===== config.mk =====
export PLATFORM = sky130hd
export DESIGN_NAME = vfcd_dma
export DESIGN_NICKNAME = d
export VERILOG_FILES = /design/src/vfcd_pkg.sv /design/src/vfcd_dma.sv /design/src/vfcd_fifo.sv
export SDC_FILE = /design/constraint.sdc
export NUM_CORES = 2
export LEC_CHECK = 0
export BUFFER_PORTS_ARGS = -buffer_cell sky130_fd_sc_hd__buf_2
export CORE_UTILIZATION = 45
export DETAILED_ROUTE_END_ITERATION = 10
export MAX_ROUTING_LAYER = met4
export PLACE_DENSITY_LB_ADDON = 0.1
export SLEW_MARGIN = 40
export SYNTH_ARGS = -nofsm -noshare
export SYNTH_HDL_FRONTEND = slang
export SYNTH_SLANG_ARGS = --single-unit

===== constraint.sdc =====
create_clock -name clk -period 12.4 [get_ports clk]
set_clock_uncertainty 0.05 [all_clocks]
set_input_delay 1.24 -clock clk [delete_from_list [all_inputs] [get_ports clk]]
set_output_delay 1.24 -clock clk [all_outputs]
set_load 0.1 [all_outputs]

===== src/vfcd_pkg.sv =====
// ****************************************
// shared constants and carriers
// ****************************************
package vfcd_pkg;
	localparam int VFCD_NUM_CH = 2;
	localparam int VFCD_NUM_STR = 3;
	localparam int VFCD_FIFO_DEPTH = 16;
	// instruction word layout
	localparam int VFCD_OP_LSB = 28;
	localparam int VFCD_CNT_LSB = 0;
	localparam int VFCD_CNT_W = 12;
	localparam logic [3:0] VFCD_OP_WRITE = 4'h1;
	localparam logic [3:0] VFCD_OP_SKIP = 4'h2;
	localparam logic [3:0] VFCD_OP_EOL = 4'h3;
	// address words following a write op
	localparam logic [1:0] VFCD_NADDR_PACKED = 2'h1;
	localparam logic [1:0] VFCD_NADDR_PLANAR = 2'h3;
	localparam logic [7:0] VFCD_GAP_MAX = 8'hFF;

	typedef struct packed {
		logic sof;
		logic field;
		logic [1:0] comp;
		logic [7:0] data;
	} vfcd_pix_t;

	typedef struct packed {
		vfcd_pix_t pix;
		logic [2:0][7:0] gap;
	} vfcd_ent_t;

	typedef struct packed {
		logic en;
		logic planar;
		logic [31:0] prog;
	} vfcd_chcfg_t;

	typedef struct packed {
		logic req;
		logic we;
		logic [31:0] addr;
		logic [3:0] be;
		logic [31:0] wdata;
	} vfcd_bus_t;

	typedef enum logic [2:0] {S_IDLE, S_FETCH, S_EXEC, S_WRITE, S_FLUSH} vfcd_st_t;
endpackage


===== src/vfcd_dma.sv =====
`timescale 1ns/1ns
// Overview of operation
// - two channels, odd and even field
// - channel fetches its instruction list from memory
// - pixel writes placed at any byte address
// - clipped pixels make no bus cycles
// - packed or planar chosen per field
// - packed: components interleaved in one region
// - planar: three streams, three regions
// - fields interleaved or in separate buffers
// - bus writes are 32-bit words
// - pixel fifo absorbs bus latency
// - after overrun resume at next pixel
module vfcd_dma import vfcd_pkg::*; #(
	parameter int FIFO_DEPTH = VFCD_FIFO_DEPTH
) (
	input wire logic clk,
	input wire logic sys_rst,
	input wire logic pix_valid,
	input vfcd_pix_t pix,
	input vfcd_chcfg_t [VFCD_NUM_CH-1:0] cfg,
	output vfcd_bus_t bus,
	input wire logic bus_ack,
	input wire logic [31:0] bus_rdata,
	input wire logic ovr_clr,
	output logic ovr_evt,
	output logic ovr_flag,
	output logic busy,
	output logic cur_field
);
	localparam int EW = $bits(vfcd_ent_t);

	// ****************************************
	// state
	// ****************************************
	typedef struct packed {
		vfcd_st_t st;
		vfcd_st_t ret;
		logic field;
		logic planar;
		logic clip;
		logic abort;
		logic [31:0] pc;
		logic [1:0] fidx;
		logic [VFCD_CNT_W-1:0] cnt;
		logic [2:0][31:0] addr;
		logic [2:0][29:0] wa;
		logic [2:0][31:0] word;
		logic [2:0][3:0] be;
		logic [1:0] wsel;
		logic gld;
		logic [2:0][7:0] gap;
		logic drop;
		logic [2:0][7:0] gacc;
		logic ovr_evt;
		logic ovr_flag;
		vfcd_bus_t bus;
	} vfcd_dma_st_t;

	vfcd_dma_st_t q, n;
	vfcd_ent_t head, push_ent;
	logic f_empty, f_full, f_push, f_pop;
	logic [2:0] gsel, bsel;
	logic [1:0] hs, gs;
	logic [31:0] start_pc;

	// ****************************************
	// pixel fifo
	// ****************************************
	// stream buffering
	vfcd_fifo #(.W(EW), .DEPTH(FIFO_DEPTH)) u_fifo (
		.clk(clk),
		.sys_rst(sys_rst),
		.push(f_push),
		.wdata(push_ent),
		.pop(f_pop),
		.rdata(head),
		.full(f_full),
		.empty(f_empty)
	);

	function automatic logic [2:0] first_gap(input logic [2:0][7:0] g);
		logic [2:0] r;
		r = '0;
		for (int i = 2; i >= 0; i--) begin
			if (g[i] != '0) begin
				r = {1'b1, 2'(i)};
			end
		end
		return r;
	endfunction

	function automatic logic [2:0] first_be(input logic [2:0][3:0] b);
		logic [2:0] r;
		r = '0;
		for (int i = 2; i >= 0; i--) begin
			if (b[i] != '0) begin
				r = {1'b1, 2'(i)};
			end
		end
		return r;
	endfunction

	// packed folds all components into stream 0
	// planar keeps one stream per component
	function automatic logic [1:0] smap(input logic planar, input logic [1:0] c);
		return (planar && c != 2'h3) ? c : 2'h0;
	endfunction

	function automatic vfcd_bus_t mk_wr(input logic [29:0] wa, input logic [3:0] be, input logic [31:0] w);
		vfcd_bus_t b;
		b.req = 1'b1;
		b.we = 1'b1;
		b.addr = {wa, 2'b00};
		b.be = be;
		b.wdata = w;
		return b;
	endfunction

	assign gsel = first_gap(q.gap);
	assign bsel = first_be(q.be);
	assign gs = gsel[1:0];
	assign hs = smap(q.planar, head.pix.comp);
	// each field has its own list, so same or separate buffers
	assign start_pc = cfg[head.pix.field].prog;

	// ****************************************
	// next state
	// ****************************************
	always_comb begin
		n = q;
		f_pop = 1'b0;
		f_push = 1'b0;
		push_ent = '0;
		n.ovr_evt = 1'b0;
		// capture side: continuous stream, no back-pressure possible
		if (pix_valid) begin
			if (f_full) begin
				n.ovr_evt = 1'b1;
				n.drop = 1'b1;
				if (!pix.sof && q.gacc[pix.comp[1] ? 2 : pix.comp] != VFCD_GAP_MAX) begin
					n.gacc[pix.comp[1] ? 2 : pix.comp] = q.gacc[pix.comp[1] ? 2 : pix.comp] + 8'h01;
				end
			end else if (q.drop && !pix.sof && pix.comp != 2'h0) begin
				// hold off until a pixel boundary
				if (q.gacc[pix.comp[1] ? 2 : pix.comp] != VFCD_GAP_MAX) begin
					n.gacc[pix.comp[1] ? 2 : pix.comp] = q.gacc[pix.comp[1] ? 2 : pix.comp] + 8'h01;
				end
			end else begin
				f_push = 1'b1;
				push_ent.pix = pix;
				// dropped bytes travel as a gap to keep alignment
				push_ent.gap = pix.sof ? '0 : q.gacc;
				n.gacc = '0;
				n.drop = 1'b0;
			end
		end
		// set wins over a clear in the same cycle
		n.ovr_flag = (q.ovr_flag & ~ovr_clr) | n.ovr_evt;

		unique case (q.st)
			S_IDLE: begin
				if (!f_empty) begin
					f_pop = 1'b1;
					if (head.pix.sof && cfg[head.pix.field].en) begin
						n.field = head.pix.field;
						n.planar = cfg[head.pix.field].planar;
						n.pc = start_pc;
						n.fidx = '0;
						n.abort = 1'b0;
						n.gld = 1'b0;
						n.be = '0;
						n.st = S_FETCH;
					end
				end
			end
			S_FETCH: begin
				if (!q.bus.req) begin
					n.bus = '0;
					n.bus.req = 1'b1;
					n.bus.addr = q.pc;
				end else if (bus_ack) begin
					n.bus.req = 1'b0;
					n.pc = q.pc + 32'h4;
					if (q.fidx == '0) begin
						n.cnt = bus_rdata[VFCD_CNT_LSB +: VFCD_CNT_W];
						if (bus_rdata[VFCD_OP_LSB +: 4] == VFCD_OP_WRITE) begin
							n.clip = 1'b0;
							n.fidx = 2'h1;
						end else if (bus_rdata[VFCD_OP_LSB +: 4] == VFCD_OP_SKIP) begin
							n.clip = 1'b1;
							n.st = S_EXEC;
						end else begin
							// end of list or unknown op closes the field
							n.st = S_IDLE;
						end
					end else begin
						n.addr[q.fidx - 2'h1] = bus_rdata;
						if (q.fidx == (q.planar ? VFCD_NADDR_PLANAR : VFCD_NADDR_PACKED)) begin
							n.st = S_EXEC;
						end else begin
							n.fidx = q.fidx + 2'h1;
						end
					end
				end
			end
			S_EXEC: begin
				if (q.cnt == '0) begin
					n.st = S_FLUSH;
				end else if (!f_empty && head.pix.sof) begin
					// new field arrived early: drop rest of list
					n.abort = 1'b1;
					n.st = S_FLUSH;
				end else if (!f_empty && !q.gld) begin
					n.gap = head.gap;
					n.gld = 1'b1;
				end else if (!f_empty && gsel[2]) begin
					// step over lost bytes without bus cycles
					if (q.be[smap(q.planar, gs)] != '0) begin
						n.wsel = smap(q.planar, gs);
						n.bus = mk_wr(q.wa[n.wsel], q.be[n.wsel], q.word[n.wsel]);
						n.ret = S_EXEC;
						n.st = S_WRITE;
					end else begin
						n.addr[smap(q.planar, gs)] = q.addr[smap(q.planar, gs)] + 32'h1;
						n.gap[gs] = q.gap[gs] - 8'h01;
						n.cnt = q.cnt - 1'b1;
					end
				end else if (!f_empty && q.be[hs] != '0 && q.clip) begin
					// partial word must go out before a clipped hole
					n.wsel = hs;
					n.bus = mk_wr(q.wa[hs], q.be[hs], q.word[hs]);
					n.ret = S_EXEC;
					n.st = S_WRITE;
				end else if (!f_empty && q.clip) begin
					// clipped byte only moves the address
					n.addr[hs] = q.addr[hs] + 32'h1;
					n.cnt = q.cnt - 1'b1;
					n.gld = 1'b0;
					f_pop = 1'b1;
				end else if (!f_empty) begin
					// byte lane from address low bits
					n.word[hs][8*q.addr[hs][1:0] +: 8] = head.pix.data;
					n.be[hs][q.addr[hs][1:0]] = 1'b1;
					n.wa[hs] = q.addr[hs][31:2];
					n.addr[hs] = q.addr[hs] + 32'h1;
					n.cnt = q.cnt - 1'b1;
					n.gld = 1'b0;
					f_pop = 1'b1;
					if (q.addr[hs][1:0] == 2'h3) begin
						n.wsel = hs;
						n.bus = mk_wr(n.wa[hs], n.be[hs], n.word[hs]);
						n.ret = S_EXEC;
						n.st = S_WRITE;
					end
				end
			end
			S_WRITE: begin
				if (bus_ack) begin
					n.bus.req = 1'b0;
					n.be[q.wsel] = '0;
					n.st = q.ret;
				end
			end
			S_FLUSH: begin
				if (bsel[2]) begin
					n.wsel = bsel[1:0];
					n.bus = mk_wr(q.wa[bsel[1:0]], q.be[bsel[1:0]], q.word[bsel[1:0]]);
					n.ret = S_FLUSH;
					n.st = S_WRITE;
				end else begin
					n.fidx = '0;
					n.st = q.abort ? S_IDLE : S_FETCH;
				end
			end
		endcase
	end

	always_ff @(posedge clk) begin
		if (sys_rst) begin
			q <= '0;
		end else begin
			q <= n;
		end
	end

	assign bus = q.bus;
	assign ovr_evt = q.ovr_evt;
	assign ovr_flag = q.ovr_flag;
	assign busy = (q.st != S_IDLE);
	assign cur_field = q.field;

	// ****************************************
	// checks
	// ****************************************
	chan_start_a: assert property (@(posedge clk) disable iff (sys_rst)
		q.st == S_IDLE && !f_empty && head.pix.sof && cfg[head.pix.field].en
		|=> q.st == S_FETCH && q.pc == $past(start_pc) && q.field == $past(head.pix.field))
		else $error("channel did not start from its field list");
	list_read_a: assert property (@(posedge clk) disable iff (sys_rst)
		q.bus.req && !q.bus.we |-> q.st == S_FETCH)
		else $error("bus read outside list fetch");
	byte_enable_a: assert property (@(posedge clk) disable iff (sys_rst)
		q.bus.req && q.bus.we |-> q.bus.be != 4'h0 && q.bus.addr[1:0] == 2'h0)
		else $error("write without byte enable or unaligned");
	clip_quiet_a: assert property (@(posedge clk) disable iff (sys_rst)
		q.st == S_EXEC && q.clip && f_pop |=> !q.bus.req)
		else $error("clipped pixel made a bus cycle");
	mode_hold_a: assert property (@(posedge clk) disable iff (sys_rst)
		q.st != S_IDLE && $past(q.st) != S_IDLE |-> $stable(q.planar))
		else $error("format changed inside a field");
	packed_one_a: assert property (@(posedge clk) disable iff (sys_rst)
		q.bus.req && q.bus.we && !q.planar |-> q.wsel == 2'h0)
		else $error("packed write from a chroma stream");
	planar_split_a: assert property (@(posedge clk) disable iff (sys_rst)
		q.st == S_EXEC && f_pop && q.planar && head.pix.comp != 2'h3 |=> q.be[$past(head.pix.comp)] != 4'h0 || q.clip
		|| q.st == S_WRITE)
		else $error("planar byte landed in wrong stream");
	word_hold_a: assert property (@(posedge clk) disable iff (sys_rst)
		q.bus.req && !bus_ack |=> q.bus.req && $stable(q.bus.addr) && $stable(q.bus.wdata) && $stable(q.bus.be))
		else $error("bus word changed before acknowledge");
	realign_a: assert property (@(posedge clk) disable iff (sys_rst)
		q.drop && pix_valid && !f_full && (pix.comp == 2'h0 || pix.sof) |-> f_push ##1 !q.drop)
		else $error("capture did not resume at pixel start");
	ovr_flag_a: assert property (@(posedge clk) disable iff (sys_rst)
		pix_valid && f_full |=> ovr_evt && ovr_flag)
		else $error("overrun not reported");
endmodule


===== src/vfcd_fifo.sv =====
`timescale 1ns/1ns
module vfcd_fifo import vfcd_pkg::*; #(
	parameter int W = 8,
	parameter int DEPTH = VFCD_FIFO_DEPTH
) (
	input wire logic clk,
	input wire logic sys_rst,
	input wire logic push,
	input wire logic [W-1:0] wdata,
	input wire logic pop,
	output logic [W-1:0] rdata,
	output logic full,
	output logic empty
);
	localparam int AW = $clog2(DEPTH);

	typedef struct packed {
		logic [DEPTH-1:0][W-1:0] mem;
		logic [AW-1:0] wp;
		logic [AW-1:0] rp;
		logic [AW:0] cnt;
	} vfcd_fifo_st_t;

	vfcd_fifo_st_t q, n;
	logic do_push, do_pop;

	assign full = (q.cnt == (AW+1)'(DEPTH));
	assign empty = (q.cnt == '0);
	assign rdata = q.mem[q.rp];
	// a push while full is refused; the caller counts it as overrun
	assign do_push = push & ~full;
	assign do_pop = pop & ~empty;

	always_comb begin
		n = q;
		if (do_push) begin
			n.mem[q.wp] = wdata;
			n.wp = (q.wp == AW'(DEPTH-1)) ? '0 : q.wp + AW'(1);
		end
		if (do_pop) begin
			n.rp = (q.rp == AW'(DEPTH-1)) ? '0 : q.rp + AW'(1);
		end
		n.cnt = q.cnt + (AW+1)'(do_push) - (AW+1)'(do_pop);
	end

	always_ff @(posedge clk) begin
		if (sys_rst) begin
			q <= '0;
		end else begin
			q <= n;
		end
	end

	fifo_bound_a: assert property (@(posedge clk) disable iff (sys_rst) full && push && !pop |=> full && $stable(q.wp))
		else $error("pixel fifo accepted data while full");
endmodule


* After elaboration in Yosys (flattened, before gate mapping) *
Index checks and enable logic that the tools add are counted.

storage, ports and cells
  logic and storage cells = 421
  bits in registers = 1063
  bits of input ports = 117
  output and inout bits = 74

operators by class
  eq/ne operators = 56
  reduce and logical (&&, ||, !) cells = 64
  add/sub/neg operators = 13
  shift-type cells = 2
  muxes and demuxes = 195
  bitwise logic cells = 16
  magnitude comparators = 19

operators by type and width
  kind                                        count
  309-bit two-way mux                         8
  70-bit two-way mux                          10
  333-bit two-way mux                         2
  576-bit bitwise mux                         1
  32-bit binary-select mux with 2-bit select  6
  96-bit bitwise mux                          4
  108-bit two-way mux                         3
  32-bit two-way mux                          10
  308-bit two-way mux                         1
  306-bit two-way mux                         1
  142-bit two-way mux                         2
  32-bit demux with 2-bit select              4
  30-bit binary-select mux with 2-bit select  4
  108-bit one-hot mux with 2 select lines     1
  69-bit one-hot mux with 3 select lines      1
  200-bit two-way mux                         1
  198-bit two-way mux                         1
  36-bit two-way mux                          5
  30-bit two-way mux                          5
  36-bit binary-select mux with 4-bit select  1
  36-bit demux with 4-bit select              1
  24-bit two-way mux                          6
  96-bit two-way mux                          1
  90-bit bitwise mux                          1
  85 further kinds                            285

* Longest topological paths before layout *
  depth after elaboration = 29
  depth in mapped cells = 21

* Cells and area by module *
From an unflattened synthesis, not the netlist that was laid out.

unflattened totals
  cells, all modules = 7313
  area total of the unflattened synthesis = 56526.7 um^2

by module, submodules not included
  module     cells an instance  times used  area an instance (um^2)
  vfcd_dma   4323               1           30880.9
  vfcd_fifo  2990               1           25645.8

* Worst setup path before layout *
OpenSTA, ideal clock, no wires.

  kind = register -> register
  from = register u_fifo.q[5] in the netlist's numbering
  to = register q[382] in the netlist's numbering
  path slack = 7.519 ns
  setup time = 0.137 ns
  required time = 12.213 ns
  arrival = 4.693 ns
  stages on the path, launching flop included = 18
  cells stage by stage = dfxtp_1 buf_6 mux4_2 mux2_2 nand3_1 nand2_1 clkbuf_1 o311ai_0 clkbuf_1 clkbuf_1 ha_1 buf_1 nand3_1 nor4_4 nand4_1 xnor2_1 a222oi_1 a211oi_1

between the ends
  cells in the longest elaborated chain, start to end = 25
  elaborated cells between the ends (all ways) = 38

RTL lines
  element                                                                            line             text
  start, declared                                                                    vfcd_fifo.sv:24  vfcd_fifo_st_t q, n;
  start signal, assigned                                                             vfcd_fifo.sv:50  q <= n;
  36-bit binary-select mux with 4-bit select (*)                                     vfcd_fifo.sv:29  assign rdata = q.mem[q.rp];
  36-bit two-way mux (implied by the code) (*)                                       vfcd_fifo.sv:29
  branches (longest 23 deep; another with 32-bit by 1-bit adder with 32-bit output)  -
  end signal, assigned                                                               vfcd_dma.sv:283  q <= n;
  end, declared                                                                      vfcd_dma.sv:60   vfcd_dma_st_t q, n;

Mark *: on every way between the ends. The select of a mux whose other input is x is not followed.
A chain may end at the register's enable or synchronous reset.

* Final worst setup path *
  from = register u_fifo.q[5] in the netlist's numbering
  to = register q, in the netlist bus[28]

between the ends
  cells in the longest elaborated chain, start to end = 23
  elaborated cells between the ends (all ways) = 41

RTL lines
  element                                         line                              text
  36-bit binary-select mux with 4-bit select (*)  vfcd_fifo.sv:29
  36-bit two-way mux (implied by the code) (*)    vfcd_fifo.sv:29
  2-bit != test                                   vfcd_dma.sv:107                   return (planar && c != 2'h3) ? c : 2'h0;
  1-bit logical AND                               vfcd_dma.sv:107
  2-bit two-way mux                               vfcd_dma.sv:107
  32-bit binary-select mux with 2-bit select      vfcd_dma.sv:243, vfcd_dma.sv:250
  32-bit two-way mux (implied by the code)        vfcd_dma.sv:243, vfcd_dma.sv:250
  5-bit negator with 34-bit output                vfcd_dma.sv:243                   n.word[hs][8*q.addr[hs][1:0] +: 8] = head.pix.data;
  [7 not listed]                                  -
  70-bit two-way mux                              vfcd_dma.sv:241                   end else if (!f_empty) begin
  70-bit two-way mux                              vfcd_dma.sv:235                   end else if (!f_empty && q.clip) begin
  70-bit two-way mux                              vfcd_dma.sv:229                   end else if (!f_empty && q.be[hs] != '0 && q.clip) begin
  70-bit two-way mux                              vfcd_dma.sv:217                   end else if (!f_empty && gsel[2]) begin
  70-bit two-way mux                              vfcd_dma.sv:214                   end else if (!f_empty && !q.gld) begin
  70-bit two-way mux                              vfcd_dma.sv:210                   end else if (!f_empty && head.pix.sof) begin
  70-bit two-way mux                              vfcd_dma.sv:208                   if (q.cnt == '0) begin
  69-bit one-hot mux with 3 select lines          vfcd_dma.sv:161                   unique case (q.st)

Mark *: on every way between the ends. The rest lies on a longest branch, timed or not. The select of a mux whose other input is x is not followed.

==> results.sh <==
export IMPL_status="complete, no violations"
export IMPL_layout_common_cells="nand2_1 (1627), a21oi_1 (1114), dfxtp_1 (1058)"
export IMPL_fp_dieH_um=350
export IMPL_ys_types=89
export IMPL_cts_tree="built"
export IMPL_gr_total_overflow=0
export IMPL_vias=53300
export IMPL_max_cap_violations=0
export IMPL_cts_sinks=1062
export IMPL_synth_largest_area_cell="dfxtp_1"
export IMPL_grt_pass1_vias=49700
export IMPL_antenna_found_initial=4
export IMPL_synth_seq_cells=1062
export IMPL_crit_type="flip-flop to flip-flop"
export IMPL_dieArea_mm2=0.123
export IMPL_synth_area_leaders="dfxtp_1 (39%), nand2_1 (11%), a21oi_1 (10%)"
export IMPL_syn_to_final_growth_pct=10.7
export IMPL_cts_hold_buffers=0
export IMPL_start_util_pct=45.5
export IMPL_ys_warn_count=0
export IMPL_crit_top_cell="a21oi_1"
export IMPL_postSynthCellCount=7094
export IMPL_post_dp_hpwl_mm=131
export IMPL_rsz0062_at_grt="no"
export IMPL_layout_drive_gt1_share_pct=11.9
export IMPL_cp_start_kind="flip-flop"
export IMPL_leakagePower_nw=20.3
export IMPL_io_pins=191
export IMPL_drc=0
export IMPL_layout_commonest_cell="nand2_1"
export IMPL_synth_area_mux_share_pct=10.0
export IMPL_setup_tns_ns=0
export IMPL_ant_nets=0
export IMPL_clock_path_buffers=3
export IMPL_critPathSlowestCell="clkinv_1"
export IMPL_synthAdderAreaFrac_pct=0.632
export IMPL_synth_compound_area_share_pct=22.7
export IMPL_grt_usage_pct=35.6
export IMPL_synth_area_mm2=0.0546
export IMPL_syn_area_per_cell_um2=7.70
export IMPL_path_cells="buf_12 -> buf_6 -> mux4_2 -> mux2_2 -> nand3_1 -> buf_4 -> nand2_4 -> o311ai_2 -> buf_4 -> clkinv_1 -> ha_1 -> nor2_1 -> nand3_1 -> a21oi_1 -> o32ai_1 -> a211oi_1 -> a21oi_1 -> a21oi_1"
export IMPL_crit_required_ns=13.04
export IMPL_power_per_cell_area_mw_per_mm2=171
export IMPL_endpoint_kind="flip-flop"
export IMPL_drtIter0Drc=5941
export IMPL_drtPass1Iterations=8
export IMPL_cts_buffers=118
export IMPL_fp_dieW_um=350
export IMPL_clk_latency_ns=0.78
export IMPL_slowest_delay_ns=0.64
export IMPL_utilization_pct=50.4
export IMPL_synth_top_family_by_area="compound AO/OA/AOI/OAI gates"
export IMPL_syn_nets=7238
export IMPL_nNetsFinal=6970
export IMPL_critPathMaxFanout=43
export IMPL_fmax_mhz=147
export IMPL_synthFlopType="dfxtp_1"
export IMPL_yosysTopAreaCellShare_pct=38.9
export IMPL_report_final_slew_viol_count=0
export IMPL_h_tree_depth=3
export IMPL_slew_headroom_pct=35.7
export IMPL_holdWs_ns=0.401
export IMPL_vias_per_cell=6.24
export IMPL_synthSimpleGateAreaFrac_pct=20.6
export IMPL_cts_setup_buffers=0
export IMPL_hp_class="flip-flop to flip-flop"
export IMPL_synth_xor_area_share_pct=1.30
export IMPL_vdd_drop_max_mv=0.214
export IMPL_hold_viol=0
export IMPL_synth_edf_count=0
export IMPL_core_mm2=0.120
export IMPL_max_slew_worst_pin_slew_ns=0.937
export IMPL_grt_pass1_wl_mm=323
export IMPL_cts_resized=0
export IMPL_post_drt_wl_per_cell_um=25.5
export IMPL_final_min_clock_period_ns=6.82
export IMPL_cts_clk_slew_worst_paths_ns=0.06
export IMPL_ys_async_sr_fraction_pct=0
export IMPL_clockRootBuffer="clkbuf_16"
export IMPL_numPortBuffers=190
export IMPL_finalSetupViolations=0
export IMPL_crit_arrival_ns=7.46
export IMPL_fillers=11600
export IMPL_place_area_mm2=0.0562
export IMPL_grt_max_degree=198
export IMPL_design_area_mm2=0.0605
export IMPL_num_rows=127
export IMPL_finalWeightedCongestion=0.946
export IMPL_post_route_period_util_pct=55.0
export IMPL_wl_mm=218
export IMPL_ys_seq_area_share_pct=38.9
-- worst max-delay path, delay by kind of cell (launching register included) --
family                     cells  cell delay [ns]
DFF                            1             0.62
AOI/OAI and AO/OA              6             1.13
and+or+nand+nor                4             1.24
adders and majority gates      1             0.56
muxes                          2             0.94
buffers and inverters          5             2.12
-- power breakdown --
| group | internal (W) | switching (W) | total [W] |
|---|---|---|---|
| Sequential | 0.00356 | 0.000189 | 0.00375 |
| Clock | 0.00219 | 0.00157 | 0.00376 |
| Combinational | 0.000630 | 0.00220 | 0.00283 |
-- through the flow --
step	power (W)	instances	setup slack, ns
final	0.0103	8543	5.58
after global routing	0.0107	8542	4.97
after CTS	0.0103	8533	5.52
after detailed placement	0.00661	8312	5.57
after global placement	0.00659	8307	5.39
after floorplan	0.00591	7094	7.52
-- cells in the mapped netlist (33+ instances only) --
| library cell | instances |
|---|---|
| a211oi_1 | 85 |
| and3_1 | 36 |
| a221oi_1 | 80 |
| nand3_1 | 167 |
| mux4_2 | 177 |
| xor2_1 | 33 |
| inv_1 | 70 |
| clkbuf_1 | 546 |
| o211ai_1 | 48 |
| mux2i_1 | 143 |
| o21ai_0 | 347 |
| buf_4 | 71 |
| a22o_1 | 58 |
| a22oi_1 | 56 |
| a21oi_1 | 1117 |
| dfxtp_1 | 1062 |
| xnor2_1 | 48 |
| a31oi_1 | 137 |
| nor2_1 | 614 |
| buf_1 | 49 |
| nand2_1 | 1630 |
| nor3_1 | 75 |
| nor2b_1 | 41 |
-- layout make-up --
| class | count | area, µm² | share of cell area, % |
|---|---|---|---|
| multi-input cells | 5264 | 30700 | 50.8 |
| inverters | 72 | 273 | 0.451 |
| flip-flops and latches | 1062 | 21300 | 35.2 |
| repair buffers | 308 | 2040 | 3.38 |
| clock buffers | 178 | 3560 | 5.89 |
| well taps | 1612 | 2020 | 3.33 |
| diodes | 4 | 10.0 | 0.0165 |
| clock inverters | 43 | 587 | 0.970 |
-- registers in the layout, indices dropped and copies added, names as in the netlist --
signal	flops
bus	70
cur_field	1
ovr_evt	1
ovr_flag	1
q	400
u_fifo.q	589
-- routing by layer --
| layer | track usage, % | wire length, µm | part of all wire, % |
|---|---|---|---|
| met3 | 5.26 | 16500 | 7.6 |
| met4 | 18.5 | 12000 | 5.5 |
| met1 | 44.1 | 88000 | 40 |
| met2 | 56.2 | 101000 | 47 |
| met5 | - | 0 | 0 |
-- cells by family (layout without fill, tap and decap cells) --
group | count (synthesis) | after routing
flops | 1062 | 1062
mux | 325 | 325
compound gates | 2108 | 2108
fa+ha+maj | 27 | 27
buf+inv | 768 | 601
xor+xnor | 81 | 81
simple gates | 2723 | 2723
other cells | 0 | 4
-- final timing paths --
kind,from,to,slack (ns),cells after the start
max reg2reg,u_fifo.q[5],bus[28],5.58,18
max,u_fifo.q[5],bus[28],5.58,18
min,u_fifo.q[289],u_fifo.q[289],0.40,2
min reg2reg,u_fifo.q[289],u_fifo.q[289],0.40,2
Power figures use the tool's default switching activity.
